==> src/serial_frame_pkg.sv <==
package serial_frame_pkg;

	// ****************************************************************
	// widths
	// ****************************************************************
	localparam int unsigned DATA_W = 16;
	localparam int unsigned DIV_W = 8;
	localparam int unsigned EDGE_W = 6;
	localparam int unsigned SIZE_W = 4;

	// ****************************************************************
	// edge indices of a frame (edge 0 is the first clock transition)
	// ****************************************************************
	localparam logic [EDGE_W-1:0] SPI_LAST_EDGE_BASE = 6'h01;
	localparam logic [EDGE_W-1:0] CMD_LAST_CTRL_SHIFT = 6'h0d; // falling edge after 7th bit
	localparam logic [EDGE_W-1:0] CMD_FIRST_RX_EDGE = 6'h12; // rising edge after wait state
	localparam logic [EDGE_W-1:0] CMD_LAST_EDGE_BASE = 6'h13;
	localparam logic [EDGE_W-1:0] EDGE_ZERO = 6'h00;
	localparam logic [SIZE_W-1:0] WORD_MSB_IDX = 4'hf;
	localparam logic [1:0] TAIL_HALVES_LONG = 2'h2;
	localparam logic [1:0] TAIL_HALVES_SHORT = 2'h1;

	typedef enum logic {
		FMT_SPI = 1'b0,
		FMT_CMDRESP = 1'b1
	} frame_fmt_e;

	typedef enum logic [5:0] {
		ST_IDLE = 6'b000001,
		ST_LEAD = 6'b000010,
		ST_RUN = 6'b000100,
		ST_TAIL = 6'b001000,
		ST_GAP = 6'b010000,
		ST_SLAVE = 6'b100000
	} engine_state_e;

	// index of the final clock edge of one word
	function automatic logic [EDGE_W-1:0] last_edge(input logic is_cmd,
			input logic [SIZE_W-1:0] size_m1);
		logic [EDGE_W-1:0] twice;
		twice = {1'b0, size_m1, 1'b0};
		last_edge = is_cmd ? twice + CMD_LAST_EDGE_BASE : twice + SPI_LAST_EDGE_BASE;
	endfunction : last_edge

	// word placed msb-first at the top of the shifter
	function automatic logic [DATA_W-1:0] align_tx(input logic is_cmd,
			input logic [SIZE_W-1:0] size_m1, input logic [DATA_W-1:0] word);
		align_tx = is_cmd ? {word[7:0], 8'h00} : word << (WORD_MSB_IDX - size_m1);
	endfunction : align_tx

endpackage : serial_frame_pkg

==> src/slave_pins_if.sv <==
`timescale 1ns/100ps

// synchronised link pins and clock edges seen by the engine
interface slave_pins_if;
	logic sclk;
	logic rise;
	logic fall;
	logic fss;
	logic rx;
	modport src (output sclk, rise, fall, fss, rx);
	modport dst (input sclk, rise, fall, fss, rx);
endinterface : slave_pins_if

==> src/pin_sync.sv <==
`timescale 1ns/100ps

module pin_sync (
	input wire logic clk_i,
	input wire logic rstn_i,
	input wire logic sclk_i,
	input wire logic fss_i,
	input wire logic rx_i,
	slave_pins_if.src pins
);

	logic [2:0] meta;
	logic [2:0] sync;
	logic sclk_d;

	// two stages; select resets high so no false frame start
	always_ff @(posedge clk_i or negedge rstn_i) begin
		if (!rstn_i) begin
			meta <= 3'h2;
			sync <= 3'h2;
			sclk_d <= 1'b0;
		end else begin
			meta <= {sclk_i, fss_i, rx_i};
			sync <= meta;
			sclk_d <= sync[2];
		end
	end

	// edges come from the settled stage only
	assign pins.sclk = sync[2];
	assign pins.rise = sync[2] & ~sclk_d;
	assign pins.fall = ~sync[2] & sclk_d;
	assign pins.fss = sync[1];
	assign pins.rx = sync[0];

endmodule : pin_sync

==> src/half_timer.sv <==
`timescale 1ns/100ps

module half_timer
	import serial_frame_pkg::*;
(
	input wire logic clk_i,
	input wire logic rstn_i,
	input wire logic run_i,
	input wire logic [DIV_W-1:0] div_i,
	output logic tick_o
);

	logic [DIV_W-1:0] cnt;
	wire logic [DIV_W-1:0] top = (div_i == '0) ? '0 : div_i - 8'h01;

	// one pulse per half serial period; restarts whenever the engine rests
	assign tick_o = run_i && (cnt == top);

	always_ff @(posedge clk_i or negedge rstn_i) begin
		if (!rstn_i) begin
			cnt <= '0;
		end else if (!run_i || tick_o) begin
			cnt <= '0;
		end else begin
			cnt <= cnt + 8'h01;
		end
	end

endmodule : half_timer

==> src/sync_serial_frame_engine.sv <==
`timescale 1ns/100ps

module sync_serial_frame_engine
	import serial_frame_pkg::*;
(
	input wire logic CLK_I,
	input wire logic RSTN_I,
	input wire logic ENABLE_I,
	input wire logic MASTER_I,
	input wire logic FORMAT_I,
	input wire logic CLOCK_POLARITY_BIT_I,
	input wire logic CLOCK_PHASE_BIT_I,
	input wire logic [SIZE_W-1:0] DATA_SIZE_I,
	input wire logic [DIV_W-1:0] CLOCK_DIV_I,
	input wire logic TX_VALID_I,
	input wire logic [DATA_W-1:0] TX_DATA_I,
	output logic TX_READY_O,
	output logic RX_VALID_O,
	output logic [DATA_W-1:0] RX_DATA_O,
	output logic BUSY_O,
	input wire logic SERIAL_CLOCK_LINE_I,
	output logic SERIAL_CLOCK_LINE_O,
	output logic SERIAL_CLOCK_LINE_OE_O,
	input wire logic FRAME_SELECT_LINE_I,
	output logic FRAME_SELECT_LINE_O,
	output logic FRAME_SELECT_LINE_OE_O,
	output logic SERIAL_OUT_LINE_O,
	output logic SERIAL_OUT_LINE_OE_O,
	input wire logic SERIAL_IN_LINE_I
);

	// ****************************************************************
	// pin synchronisers and half-period timer
	// ****************************************************************
	slave_pins_if pins ();

	pin_sync u_sync (
		.clk_i(CLK_I),
		.rstn_i(RSTN_I),
		.sclk_i(SERIAL_CLOCK_LINE_I),
		.fss_i(FRAME_SELECT_LINE_I),
		.rx_i(SERIAL_IN_LINE_I),
		.pins(pins)
	);

	engine_state_e state;
	engine_state_e next_state;
	logic tick;
	logic [EDGE_W-1:0] edge_cnt;
	logic [1:0] halves;
	logic [DATA_W-1:0] tx_shift;
	logic [DATA_W-1:0] rx_shift;
	logic first_q;
	logic sclk_q;
	logic sclk_oe_q;
	logic fss_q;
	logic fss_oe_q;
	logic out_q;
	logic out_oe_q;
	logic rx_valid_q;
	logic [DATA_W-1:0] rx_data_q;
	logic load;
	logic push;
	logic edge_go;

	// timer runs only while a master frame or the gap after it is under way
	wire logic timer_run = (state == ST_LEAD) || (state == ST_RUN) ||
		(state == ST_TAIL) || (state == ST_GAP);

	half_timer u_timer (
		.clk_i(CLK_I),
		.rstn_i(RSTN_I),
		.run_i(timer_run),
		.div_i(CLOCK_DIV_I),
		.tick_o(tick)
	);

	// ****************************************************************
	// format decode
	// ****************************************************************
	// command format always uses a low-idle clock and latch-on-rise
	wire logic is_cmd = (FORMAT_I == FMT_CMDRESP);
	wire logic cpol = CLOCK_POLARITY_BIT_I & ~is_cmd;
	wire logic cpha = CLOCK_PHASE_BIT_I & ~is_cmd;
	wire logic [EDGE_W-1:0] last_e = last_edge(is_cmd, DATA_SIZE_I);
	wire logic at_last = (edge_cnt == last_e);
	wire logic m_even = ~edge_cnt[0];
	wire logic m_edge = (state == ST_RUN) && tick;
	wire logic chain = TX_VALID_I && ENABLE_I && (is_cmd || cpha);
	wire logic gap_ok = TX_VALID_I && ENABLE_I && !is_cmd && !cpha;
	wire logic [1:0] tail_need = (!is_cmd && cpha) ? TAIL_HALVES_LONG : TAIL_HALVES_SHORT;
	wire logic tail_done = (halves == tail_need - TAIL_HALVES_SHORT);

	// ****************************************************************
	// master edge actions
	// ****************************************************************
	// phase 0 captures on even edges, phase 1 on odd ones
	wire logic m_cap_spi = m_even ^ cpha;
	// control bits go out, nothing is taken in before the response
	wire logic m_cap_cmd = m_even && (edge_cnt >= CMD_FIRST_RX_EDGE);
	wire logic m_cap = m_edge && (is_cmd ? m_cap_cmd : m_cap_spi);
	wire logic m_sh_cmd = !m_even && (edge_cnt <= CMD_LAST_CTRL_SHIFT);
	wire logic m_sh_spi = cpha ? (m_even && edge_cnt != EDGE_ZERO) : (!m_even && !at_last);
	wire logic m_shift = m_edge && (is_cmd ? m_sh_cmd : m_sh_spi);
	// phase 1 shows the msb together with the first edge
	wire logic m_present0 = m_edge && !is_cmd && cpha && (edge_cnt == EDGE_ZERO);
	// phase 0 shows the msb half a period after select falls
	wire logic lead_exit = (state == ST_LEAD) && tick;

	// ****************************************************************
	// slave edge actions
	// ****************************************************************
	// timing comes entirely from the synchronised external clock and select
	wire logic s_act = (state == ST_SLAVE) && !pins.fss;
	wire logic s_lead = cpol ? pins.fall : pins.rise;
	wire logic s_trail = cpol ? pins.rise : pins.fall;
	wire logic s_cap = s_act && (cpha ? s_trail : s_lead);
	wire logic s_shift = s_act && (cpha ? (s_lead && !first_q) : s_trail);
	wire logic s_last = (edge_cnt == {2'h0, DATA_SIZE_I});

	wire logic capture = m_cap || s_cap;
	wire logic shift = m_shift || s_shift;
	// only command master and slave put the msb out at load time
	wire logic present = shift || lead_exit || m_present0 ||
		(load && (is_cmd || !MASTER_I));
	wire logic [DATA_W-1:0] load_word = TX_VALID_I ? TX_DATA_I : '0;
	wire logic [DATA_W-1:0] next_tx = load ? align_tx(is_cmd, DATA_SIZE_I, load_word) :
		shift ? {tx_shift[DATA_W-2:0], 1'b0} : tx_shift;
	wire logic [DATA_W-1:0] next_rx = capture ? {rx_shift[DATA_W-2:0], pins.rx} : rx_shift;
	wire logic next_frame = (next_state == ST_LEAD) || (next_state == ST_RUN) ||
		(next_state == ST_TAIL);

	// ****************************************************************
	// sequencer
	// ****************************************************************
	// an empty source in slave mode sends zeros; a slave must keep it fed
	always_comb begin
		next_state = state;
		load = 1'b0;
		push = 1'b0;
		edge_go = 1'b0;
		unique case (state)
			ST_IDLE: begin
				if (ENABLE_I && MASTER_I && TX_VALID_I) begin
					load = 1'b1;
					next_state = (is_cmd || cpha) ? ST_RUN : ST_LEAD;
				end else if (ENABLE_I && !MASTER_I && !pins.fss) begin
					load = 1'b1;
					next_state = ST_SLAVE;
				end
			end
			ST_LEAD: begin
				if (tick) begin
					next_state = ST_RUN;
				end
			end
			ST_RUN: begin
				if (tick) begin
					edge_go = 1'b1;
					if (at_last && chain) begin
						load = 1'b1;
						push = 1'b1;
					end else if (at_last) begin
						next_state = ST_TAIL;
						push = !is_cmd;
					end
				end
			end
			ST_TAIL: begin
				if (tick && tail_done) begin
					push = is_cmd;
					next_state = gap_ok ? ST_GAP : ST_IDLE;
				end
			end
			ST_GAP: begin
				if (tick && TX_VALID_I) begin
					load = 1'b1;
					next_state = ST_LEAD;
				end else if (tick) begin
					next_state = ST_IDLE;
				end
			end
			ST_SLAVE: begin
				if (pins.fss || !ENABLE_I) begin
					next_state = ST_IDLE;
				end else if (s_cap && s_last) begin
					push = 1'b1;
					load = cpha;
				end
			end
			default: begin
				next_state = ST_IDLE;
			end
		endcase
	end

	always_ff @(posedge CLK_I or negedge RSTN_I) begin
		if (!RSTN_I) begin
			state <= ST_IDLE;
		end else begin
			state <= next_state;
		end
	end

	// edge index in master, bit count in slave
	always_ff @(posedge CLK_I or negedge RSTN_I) begin
		if (!RSTN_I) begin
			edge_cnt <= '0;
		end else if (load) begin
			edge_cnt <= '0;
		end else if (edge_go || s_cap) begin
			edge_cnt <= edge_cnt + 6'h01;
		end
	end

	// half periods spent after the final edge
	always_ff @(posedge CLK_I or negedge RSTN_I) begin
		if (!RSTN_I) begin
			halves <= '0;
		end else if (state != ST_TAIL) begin
			halves <= '0;
		end else if (tick) begin
			halves <= halves + 2'h1;
		end
	end

	always_ff @(posedge CLK_I or negedge RSTN_I) begin
		if (!RSTN_I) begin
			first_q <= 1'b0;
		end else if (load) begin
			first_q <= 1'b1;
		end else if (s_lead) begin
			first_q <= 1'b0;
		end
	end

	// ****************************************************************
	// shifters and received word
	// ****************************************************************
	always_ff @(posedge CLK_I or negedge RSTN_I) begin
		if (!RSTN_I) begin
			tx_shift <= '0;
			rx_shift <= '0;
		end else begin
			tx_shift <= next_tx;
			rx_shift <= load ? '0 : next_rx;
		end
	end

	// word is complete once the last capture has landed
	always_ff @(posedge CLK_I or negedge RSTN_I) begin
		if (!RSTN_I) begin
			rx_data_q <= '0;
			rx_valid_q <= 1'b0;
		end else begin
			rx_valid_q <= push;
			if (push) begin
				rx_data_q <= next_rx;
			end
		end
	end

	// ****************************************************************
	// line drivers
	// ****************************************************************
	// clock only moves on sequencer edges; idle level follows polarity
	always_ff @(posedge CLK_I or negedge RSTN_I) begin
		if (!RSTN_I) begin
			sclk_q <= 1'b0;
		end else if (edge_go) begin
			sclk_q <= ~sclk_q;
		end else if (state == ST_IDLE || state == ST_SLAVE) begin
			sclk_q <= cpol;
		end
	end

	// select low for the whole frame, high between phase 0 words
	always_ff @(posedge CLK_I or negedge RSTN_I) begin
		if (!RSTN_I) begin
			fss_q <= 1'b1;
			sclk_oe_q <= 1'b0;
			fss_oe_q <= 1'b0;
			out_oe_q <= 1'b0;
		end else begin
			fss_q <= !next_frame;
			sclk_oe_q <= MASTER_I;
			fss_oe_q <= MASTER_I;
			out_oe_q <= MASTER_I ? (next_state != ST_IDLE) :
				((next_state == ST_SLAVE) && !pins.fss);
		end
	end

	// data line rests low once the engine returns to idle
	always_ff @(posedge CLK_I or negedge RSTN_I) begin
		if (!RSTN_I) begin
			out_q <= 1'b0;
		end else if (next_state == ST_IDLE) begin
			out_q <= 1'b0;
		end else if (present) begin
			out_q <= next_tx[DATA_W-1];
		end
	end

	assign TX_READY_O = load && TX_VALID_I;
	assign RX_VALID_O = rx_valid_q;
	assign RX_DATA_O = rx_data_q;
	assign BUSY_O = (state != ST_IDLE);
	assign SERIAL_CLOCK_LINE_O = sclk_q;
	assign SERIAL_CLOCK_LINE_OE_O = sclk_oe_q;
	assign FRAME_SELECT_LINE_O = fss_q;
	assign FRAME_SELECT_LINE_OE_O = fss_oe_q;
	assign SERIAL_OUT_LINE_O = out_q;
	assign SERIAL_OUT_LINE_OE_O = out_oe_q;
endmodule : sync_serial_frame_engine

==> config.mk <==
export PLATFORM = sky130hd
export DESIGN_NAME = sync_serial_frame_engine
export DESIGN_NICKNAME = d
export VERILOG_FILES = /design/src/serial_frame_pkg.sv /design/src/slave_pins_if.sv /design/src/pin_sync.sv /design/src/half_timer.sv /design/src/sync_serial_frame_engine.sv
export SDC_FILE = /design/constraint.sdc
export NUM_CORES = 1
export LEC_CHECK = 0
export ABC_CLOCK_PERIOD_IN_PS = 2780
export BUFFER_PORTS_ARGS = -buffer_cell sky130_fd_sc_hd__buf_4
export CORE_ASPECT_RATIO = 0.75
export CORE_MARGIN = 5
export CORE_UTILIZATION = 55
export CTS_BUF_LIST = sky130_fd_sc_hd__clkbuf_4
export DETAILED_ROUTE_END_ITERATION = 6
export PLACE_DENSITY = 0.86
export SLEW_MARGIN = 0
export SYNTH_ARGS = -nofsm -noshare
export SYNTH_HDL_FRONTEND = slang
export SYNTH_SLANG_ARGS = --single-unit
==> constraint.sdc <==
create_clock -name CLK_I -period 2.78 [get_ports CLK_I]
set_clock_uncertainty 0.15 [all_clocks]
set_input_delay 0 -clock CLK_I [delete_from_list [all_inputs] [get_ports CLK_I]]
set_output_delay 0 -clock CLK_I [all_outputs]
set_load 0.005 [all_outputs]
# Word level (Yosys, flattened, before mapping)
# Index checks and enable logic that the tools add are counted.
dict set report word_totals {
  reg_bits 84
  latchBits 0
  ramBits 0
  romBits 0
  word_cells 181
  n_memories 0
}
dict set report classes {
  n_addsub 8
  n_mul 0
  div 0
  magnitude_cmp 2
  eq_ne 18
  shift 1
  muxes 58
  bitwise 10
  reduce_logical 66
}
# cell n
set ops {}
lappend ops {{$mux 16} 6}
lappend ops {{$mux 6} 13}
lappend ops {{$pmux 6 s6} 1}
lappend ops {{$logic_and 1x1->1} 32}
lappend ops {{$mux 1} 29}
lappend ops {{$logic_or 1x1->1} 16}
lappend ops {{$mux 8} 2}
lappend ops {{$shl 16x4->16} 1}
lappend ops {{$eq 6x1->1 const B} 2}
lappend ops {{$eq 6x2->1 const B} 2}
lappend ops {{$eq 6x3->1 const B} 2}
lappend ops {{$eq 6x4->1 const B} 2}
lappend ops {{$eq 6x6->1 const B} 2}
lappend ops {{$ne 6x1->1 const B} 2}
lappend ops {{$reduce_bool 2->1} 6}
lappend ops {{$logic_not 1->1} 9}
lappend ops {{$add 8x1->8 const B} 1}
lappend ops {{$eq 8x8->1} 1}
lappend ops {{$logic_not 8->1} 1}
lappend ops {{$sub 8x1->8 const B} 1}
lappend ops {{$add 5x1->6 const B} 1}
lappend ops {{$add 5x5->6 const B} 1}
lappend ops {{$add 6x1->6 const B} 1}
lappend ops {{$eq 6x4->1} 1}
lappend ops {{19 further kinds} 28}

# Depth between registers and ports, before layout
# Gate-level depths: netlist of the first run.
dict set report logic_depth {
  depth_word 14
  ltp_mapped 12
  depth_no_buf 10
}

# Cells and area by module
# Synthesis of the first run repeated with hierarchy kept, for this count alone.
dict set report hier_totals {
  hier_cells 583
  hier_area_um2 5527.8
}
# module n_inst cells_each area_each_um2 seq_area_each_um2
set by_module_without_submodules {}
lappend by_module_without_submodules {sync_serial_frame_engine 1 476 4519.3 1729.2}
lappend by_module_without_submodules {half_timer 1 98 815.8 200.2}
lappend by_module_without_submodules {pin_sync 1 9 192.7 177.7}

# Worst setup path before layout of the first run
# Ideal clock, no wire load.
dict set report synth_path {
  path_kind {input port to flip-flop}
  from {in CLOCK_DIV_I[0]}
  to {reg rx_data_q[10], in the netlist RX_DATA_O[10]}
  setup_time_ps 79
  t_arrival_ps 2537
  required_time_ps 2551
  slack_ps 14
  stages 11
  path_cell_list {inv_1 > ha_1 > or4b_4 > o211a_1 > a211o_1 > o221ai_4 > nor3_4 > and3_4 > a311oi_4 > buf_6 > mux2i_1}
}
dict set report synth_between {
  elab_chain_cells 8
  word_cells_on_any_way 13
}
# element line_no
set synth_rtl {}
lappend synth_rtl {{from (decl)} sync_serial_frame_engine.sv:14} ;# input wire logic [DIV_W-1:0] CLOCK_DIV_I,
lappend synth_rtl {{$sub 8x1->8 or $logic_not 8->1 (tied branches)} half_timer.sv:14} ;# wire logic [DIV_W-1:0] top = (div_i == '0) ? '0 : div_i - 8'h01;
lappend synth_rtl {{$mux 8 *} half_timer.sv:14}
lappend synth_rtl {{$eq 8x8->1 *} half_timer.sv:17} ;# assign tick_o = run_i && (cnt == top);
lappend synth_rtl {{$logic_and 1x1->1 *} half_timer.sv:17}
lappend synth_rtl {{parallel branches: the longest is 4 deep, another holds $pmux 1 s3} --}
lappend synth_rtl {{to (signal assigned)} sync_serial_frame_engine.sv:258} ;# rx_data_q <= next_rx;
lappend synth_rtl {{to (decl)} sync_serial_frame_engine.sv:61} ;# logic [DATA_W-1:0] rx_data_q;
# Mark *: on every way between the ends.
# A chain may end at the register's enable or synchronous reset.

# Worst setup path after layout of the first run
dict set report layout_path {
  from {reg edge_cnt[1]}
  to {out TX_READY_O}
}
dict set report layout_between {
  elab_chain_cells 6
  word_cells_on_any_way 10
}
# element line_no
set layout_rtl {}
lappend layout_rtl {{from (decl)} sync_serial_frame_engine.sv:49} ;# logic [EDGE_W-1:0] edge_cnt;
lappend layout_rtl {{from (signal assigned)} sync_serial_frame_engine.sv:212} ;# edge_cnt <= edge_cnt + 6'h01;
lappend layout_rtl {{$eq 6x4->1 or $eq 6x6->1 (tied branches)} {sync_serial_frame_engine.sv:119, sync_serial_frame_engine.sv:86}}
lappend layout_rtl {{$logic_and 1x1->1, on equally long branches} {sync_serial_frame_engine.sv:186, sync_serial_frame_engine.sv:160}}
lappend layout_rtl {{$mux 1, on equally long branches} {sync_serial_frame_engine.sv:186, sync_serial_frame_engine.sv:160}}
lappend layout_rtl {{$mux 1, on equally long branches} {sync_serial_frame_engine.sv:184, sync_serial_frame_engine.sv:158}}
lappend layout_rtl {{$pmux 1 s4 *} sync_serial_frame_engine.sv:142} ;# unique case (state)
lappend layout_rtl {{$logic_and 1x1->1 *} sync_serial_frame_engine.sv:304} ;# assign TX_READY_O = load && TX_VALID_I;
lappend layout_rtl {{to (decl)} sync_serial_frame_engine.sv:17} ;# output logic TX_READY_O,
# Mark *: on every way between the ends. The rest lies on a longest branch, timed or not.

==> impl_metrics.env, run 1 <==
export IMPL_grt_max_degree=85
export IMPL_setup_ws_ns=-0.0836
export IMPL_syn_inst=606
export IMPL_drt_wl_total_um=15800
export IMPL_synth_edf_count=0
export IMPL_dp_cells=799
export IMPL_worstSetupPathType="reg2out"
export IMPL_layout_commonest_cell="buf_4"
export IMPL_n_fill_cell=734
export IMPL_slew_violations=0
export IMPL_status="finished with violations"
export IMPL_cts_sinks=84
export IMPL_async_reset_ff_frac=1.00
export IMPL_fp_dieW_um=127
export IMPL_synth_cell_types=79
export IMPL_port_buffer_count=63
export IMPL_critPathCaptureType="output pin"
export IMPL_start_kind="flop"
export IMPL_antenna_found_initial=1
export IMPL_rsz0062_at_grt="yes"
export IMPL_layout_cells_non_filler=854
export IMPL_r2r_start="edge_cnt[1]$_DFFE_PN0P_"
export IMPL_hold_violations=0
export IMPL_seqCellArea_sq_um=2110
export IMPL_ir_worst_vdd_mv=0.234
export IMPL_clk_path_buf_depth=2
export IMPL_die_area_sq_um=12400
export IMPL_cp_startpoint="edge_cnt[1]$_DFFE_PN0P_"
export IMPL_place_hpwl_um=10600
export IMPL_synth_seq_cells=84
export IMPL_syn_avg_cell_area_sq_um=9.27
export IMPL_drt_iter0_markers=712
export IMPL_violations="setup timing"
export IMPL_post_route_period_util=1.03
export IMPL_wl_per_cell_um=18.6
export IMPL_synth_nets=652
export IMPL_groute_layer_met3_usage=0.0330
export IMPL_setup_tns_ns=-0.298
export IMPL_use_met1=0.337
export IMPL_track_usage=0.245
export IMPL_synth_area_sq_um=5620
export IMPL_antenna_left=0
export IMPL_maxSlewHeadroom=0.300
export IMPL_insertion_delay_ns=0.47
export IMPL_vias=5319
export IMPL_ys_warnings_count=0
export IMPL_hold_depth=2
export IMPL_cellPowerDensity_nw_per_um2=472
export IMPL_grt_met2_usage=0.399
export IMPL_fin_nets=758
export IMPL_cts_max_level=3
export IMPL_busiest_layer="met2"
export IMPL_hold_class="in2reg"
export IMPL_root_buffer="clkbuf_4"
export IMPL_clkTransAtPathRegs_ns=0.16
export IMPL_worstMarginPinSlew_ns=1.05
export IMPL_crit_fanout=6
export IMPL_routabilityCongestion=0.935
export IMPL_max_cap_viol_count=0
export IMPL_yosysSeqAreaShare=0.375
export IMPL_hold_start="SERIAL_CLOCK_LINE_I"
export IMPL_multiInputGateArea_sq_um=3340
export IMPL_grt_pass1_wl_um=25000
export IMPL_drc=0
export IMPL_finalSetupViolations=12
export IMPL_rows=32
export IMPL_drt_vias_per_instance=6.23
export IMPL_die_y_um=97.5
export IMPL_layout_common_cells="106 x buf_4, 77 x dfrtp_1, 57 x nor2_1"
export IMPL_power_mw=3.34
export IMPL_drt_pass1_iter_count=6
export IMPL_overflow=0
export IMPL_fin_crit_ns=2.86
export IMPL_cts_tree="done"
export IMPL_core_area_sq_um=10100
export IMPL_ys_flop_type="dfrtp_1"
export IMPL_r2r_cells=9
export IMPL_worst_hold_slack_ns=0.0258
export IMPL_ios=64
export IMPL_required_ns=2.63
export IMPL_fmax_ghz=0.349
export IMPL_numCtsBuffers=9
export IMPL_start_util=0.554
export IMPL_fin_util=0.700
export IMPL_p_leak_nw=3.32
export IMPL_drive_gt1_frac=0.269
export IMPL_first_global_vias=5018
export IMPL_arrival_ns=2.71
export IMPL_synthToLayoutAreaGrowth_pct=26.2
flip-flops by register name, summed over array words and instances, names as in the netlist:
| signal | cells |
|---|---|
| FRAME_SELECT_LINE_OE_O | 1 |
| rx_shift | 16 |
| u_timer.cnt | 8 |
| u_sync.sclk_d | 1 |
| halves | 2 |
| state | 6 |
| u_sync.sync | 3 |
| SERIAL_OUT_LINE_OE_O | 1 |
| u_sync.meta | 3 |
| RX_VALID_O | 1 |
| tx_shift | 16 |
| SERIAL_CLOCK_LINE_O | 1 |
| first_q | 1 |
| SERIAL_OUT_LINE_O | 1 |
| edge_cnt | 6 |
| RX_DATA_O | 16 |
| FRAME_SELECT_LINE_O | 1 |
path summary, 6_finish.rpt:
check	slack [ns]	end
max reg2reg	-0.04	tx_shift[4]$_DFFE_PN0P_
min in group asynchronous	0.07	RX_DATA_O[5]$_DFFE_PN0P_
max in group asynchronous	1.64	u_timer.cnt[5]$_DFF_PN0_
min reg2reg	0.21	u_sync.sync[1]$_DFF_PN1_
min	0.03	u_sync.meta[2]$_DFF_PN0_
max	-0.08	TX_READY_O
kinds of logic after synthesis:
kind of cell,Yosys count,synth area share
XOR/XNOR,29,0.0452
AO/OA/AOI/OAI,130,0.174
AND/OR/NAND/NOR,213,0.200
adder cells (fa/ha/maj),7,0.0156
buffers and inverters,74,0.0566
flip-flops,84,0.375
multiplexers,69,0.134
Yosys cell counts (all sizes together) (13+ instances only):
cell,count,area share
nand2,39,0.027
nand3,24,0.021
dfrtp,80,0.36
buf,13,0.016
nor3,13,0.014
inv,32,0.021
xor2,19,0.030
mux2i,57,0.10
nor2,58,0.039
o21ai,33,0.029
clkbuf,29,0.019
a21oi,20,0.018
per-stage QoR:
step           cell area (sq um)  setup slack [ns]
3_3_place_gp                6390            0.0263
4_1_cts                     6830           0.00203
3_5_place_dp                6390           -0.0914
5_1_grt                     7090            -0.228
2_1_floorplan               5620            0.0138
6_report                    7090           -0.0836
routing by layer:
metal,up-vias,part of all wire
met5,-,0
met4,0,0.024
met3,48,0.069
met2,270,0.48
met1,2590,0.42
li1,2411,-
critical path, cell delays in order (launching register included):
cell     delay [ns]
dfrtp_1        0.49
xor2_1         0.22
nor3_2         0.27
a31oi_4        0.05
or3_4          0.42
o31ai_4        0.30
a21oi_1        0.10
buf_4          0.18
nor2b_4        0.12
buf_6          0.10
cell type report:
| type | count | share of cell area |
|---|---|---|
| inverter | 32 | 0.0169 |
| clock buffer | 9 | 0.00953 |
| timing repair buffer | 137 | 0.168 |
| clock inverter | 7 | 0.0118 |
| multi-input combinational | 448 | 0.472 |
| antenna | 1 | 0.000353 |
| sequential | 84 | 0.298 |
| tap | 136 | 0.0240 |
where the power goes:
| part | switching (mW) | internal, mW |
|---|---|---|
| logic | 0.568 | 0.510 |
| registers | 0.106 | 1.37 |
| clock network | 0.503 | 0.290 |
repair_timing:
action                                  CTS  global route
endpoints found under the hold margin   111             0
setup buffers                             3            12
gates cloned                              0             2
hold buffers                             22             0
pin swaps                                 4            13
gates resized for setup                  11            31
endpoints found under the setup margin    1            33
Note: power is estimated with default switching activity, not from simulation.
==> run 2: changes to the inputs <==
Settings changed: PLACE_DENSITY 0.86 to 0.79.
==> run 2 against run 1 <==
  * The flow now finishes without violations
  * Die area stayed put
  * Cell area down 0.97%
  * Sequential share of layout area up 0.31 points
  * Final cell count grew 0.12%
  * Power decreased by 2.9%
  * Maximum frequency grew 3.3%
  * Critical path depth unchanged
  * Sequential power is essentially flat
  * Clock power fell by 4.4%
  * Register-to-register slack better by 0.05 ns
  * Clock-buffer cell count is the same
  * Via count fell by 5.0%
  * Critical path type is now reg2reg
==> impl_metrics.env, run 2 (synthesis results as in run 1) <==
export IMPL_status="finished, final reports clean"
export IMPL_hold_start="SERIAL_CLOCK_LINE_I"
export IMPL_grt_pass1_wl_um=24300
export IMPL_drive_gt1_frac=0.269
export IMPL_fmax_ghz=0.361
export IMPL_crit_fanout=9
export IMPL_drc=0
export IMPL_core_area_sq_um=10100
export IMPL_post_route_period_util=0.997
export IMPL_power_mw=3.24
export IMPL_place_hpwl_um=10400
export IMPL_numCtsBuffers=9
export IMPL_hold_violations=0
export IMPL_r2r_start="edge_cnt[3]$_DFFE_PN0P_"
export IMPL_grt_max_degree=85
export IMPL_final_area_sq_um=7020
export IMPL_setup_ws_ns=0.00737
export IMPL_maxSlewHeadroom=0.309
export IMPL_busiest_layer="met2"
export IMPL_p_leak_nw=3.29
export IMPL_use_met1=0.344
export IMPL_first_global_vias=4918
export IMPL_antenna_found_initial=1
export IMPL_post_dp_cell_area_sq_um=6500
export IMPL_cellPowerDensity_nw_per_um2=462
export IMPL_groute_layer_met3_usage=0.0423
export IMPL_wl_per_cell_um=16.8
export IMPL_routabilityCongestion=1.01
export IMPL_port_buffer_count=63
export IMPL_grt_met2_usage=0.375
export IMPL_worst_hold_slack_ns=0.0214
export IMPL_hold_class="in2reg"
export IMPL_vias=5051
export IMPL_synthToLayoutAreaGrowth_pct=25.0
export IMPL_layout_common_cells="111 x buf_4, 76 x dfrtp_1, 57 x nor2_1"
export IMPL_track_usage=0.238
export IMPL_worstMarginPinSlew_ns=1.04
export IMPL_fin_util=0.693
export IMPL_overflow=0
export IMPL_start_util=0.554
export IMPL_dp_cells=813
export IMPL_finalSetupViolations=0
export IMPL_drt_vias_per_instance=5.91
export IMPL_worstSetupPathType="reg2reg"
export IMPL_arrival_ns=3.01
export IMPL_fin_crit_ns=2.77
export IMPL_required_ns=3.02
export IMPL_fin_nets=759
export IMPL_setup_tns_ns=0
export IMPL_root_buffer="clkbuf_4"
export IMPL_antenna_left=0
export IMPL_critPathCaptureType="flop"
export IMPL_cts_tree="done"
export IMPL_drt_pass1_iter_count=6
export IMPL_die_area_sq_um=12400
export IMPL_drt_iter0_markers=483
export IMPL_fp_dieW_um=127
export IMPL_clk_path_buf_depth=2
export IMPL_dp_slack_ns=-0.0753
export IMPL_rows=32
export IMPL_layout_commonest_cell="buf_4"
export IMPL_max_cap_viol_count=0
export IMPL_layout_cells_non_filler=855
export IMPL_rsz0062_at_grt="yes"
export IMPL_ios=64
export IMPL_slew_violations=0
export IMPL_start_kind="flop"
export IMPL_drt_wl_total_um=14400
export IMPL_clkTransAtPathRegs_ns=0.15
export IMPL_insertion_delay_ns=0.47
export IMPL_cts_sinks=84
export IMPL_cp_startpoint="edge_cnt[3]$_DFFE_PN0P_"
export IMPL_die_y_um=97.5
export IMPL_cts_max_level=3
export IMPL_ir_worst_vdd_mv=0.352
[run 2: cell types whose count changed in the layout (fill, tap and decap cells not counted), moves of 2 or more]
cell	delta
o21ai_0	+3
o21ai_2	-2
buf_6	-2
buf_4	+5
mux2i_2	+2
[run 2: cell type report]
cell class / instances / area (sq um)
multi-input combinational: 448 / 3300
fill: 773 / 3110
sequential: 84 / 2110
timing repair buffer: 138 / 1170
tap: 136 / 170
inverter: 32 / 120
clock inverter: 7 / 82.6
clock buffer: 9 / 67.6
antenna: 1 / 2.50
[run 2: report_power, final]
group	internal [mW]	total, mW	switching, mW
registers	1.37	1.46	0.0937
clock network	0.287	0.758	0.471
logic	0.493	1.03	0.534
total	2.15	3.24	1.10
[run 2: timing repair]
| action | 4_1_cts | 5_1_grt |
|---|---|---|
| buffers inserted | 3 | 1 |
| cloned | 0 | 1 |
| hold endpoints to repair | 108 | 0 |
| pin swaps | 0 | 10 |
| hold buffers | 21 | 0 |
| resized for setup | 8 | 22 |
| setup endpoints to repair | 1 | 20 |
[run 2: routing by layer]
layer | vias to the layer above | share of wire
met5 | - | 0
met4 | 0 | 0.010
met3 | 10 | 0.059
met2 | 155 | 0.47
met1 | 2480 | 0.46
li1 | 2406 | -
[run 2: critical path, cell delays in order, from the launching register on]
cell	delay, ns
dfrtp_2	0.48
buf_4	0.15
xor2_1	0.16
or3_4	0.39
or4_4	0.43
o21ai_1	0.18
a21oi_2	0.10
buf_4	0.20
or3_1	0.38
o21ai_0	0.08
[run 2: worst paths after layout]
kind | cells after the start | slack, ns | endpoint
setup / recovery | 9 | 0.007 | tx_shift[1]$_DFFE_PN0P_
max in group asynchronous | 2 | 1.66 | edge_cnt[1]$_DFFE_PN0P_
setup reg to reg | 9 | 0.007 | tx_shift[1]$_DFFE_PN0P_
hold reg to reg | 0 | 0.22 | u_sync.sync[1]$_DFF_PN1_
hold / removal | 2 | 0.02 | u_sync.meta[2]$_DFF_PN0_
min in group asynchronous | 2 | 0.08 | state[4]$_DFF_PN0_
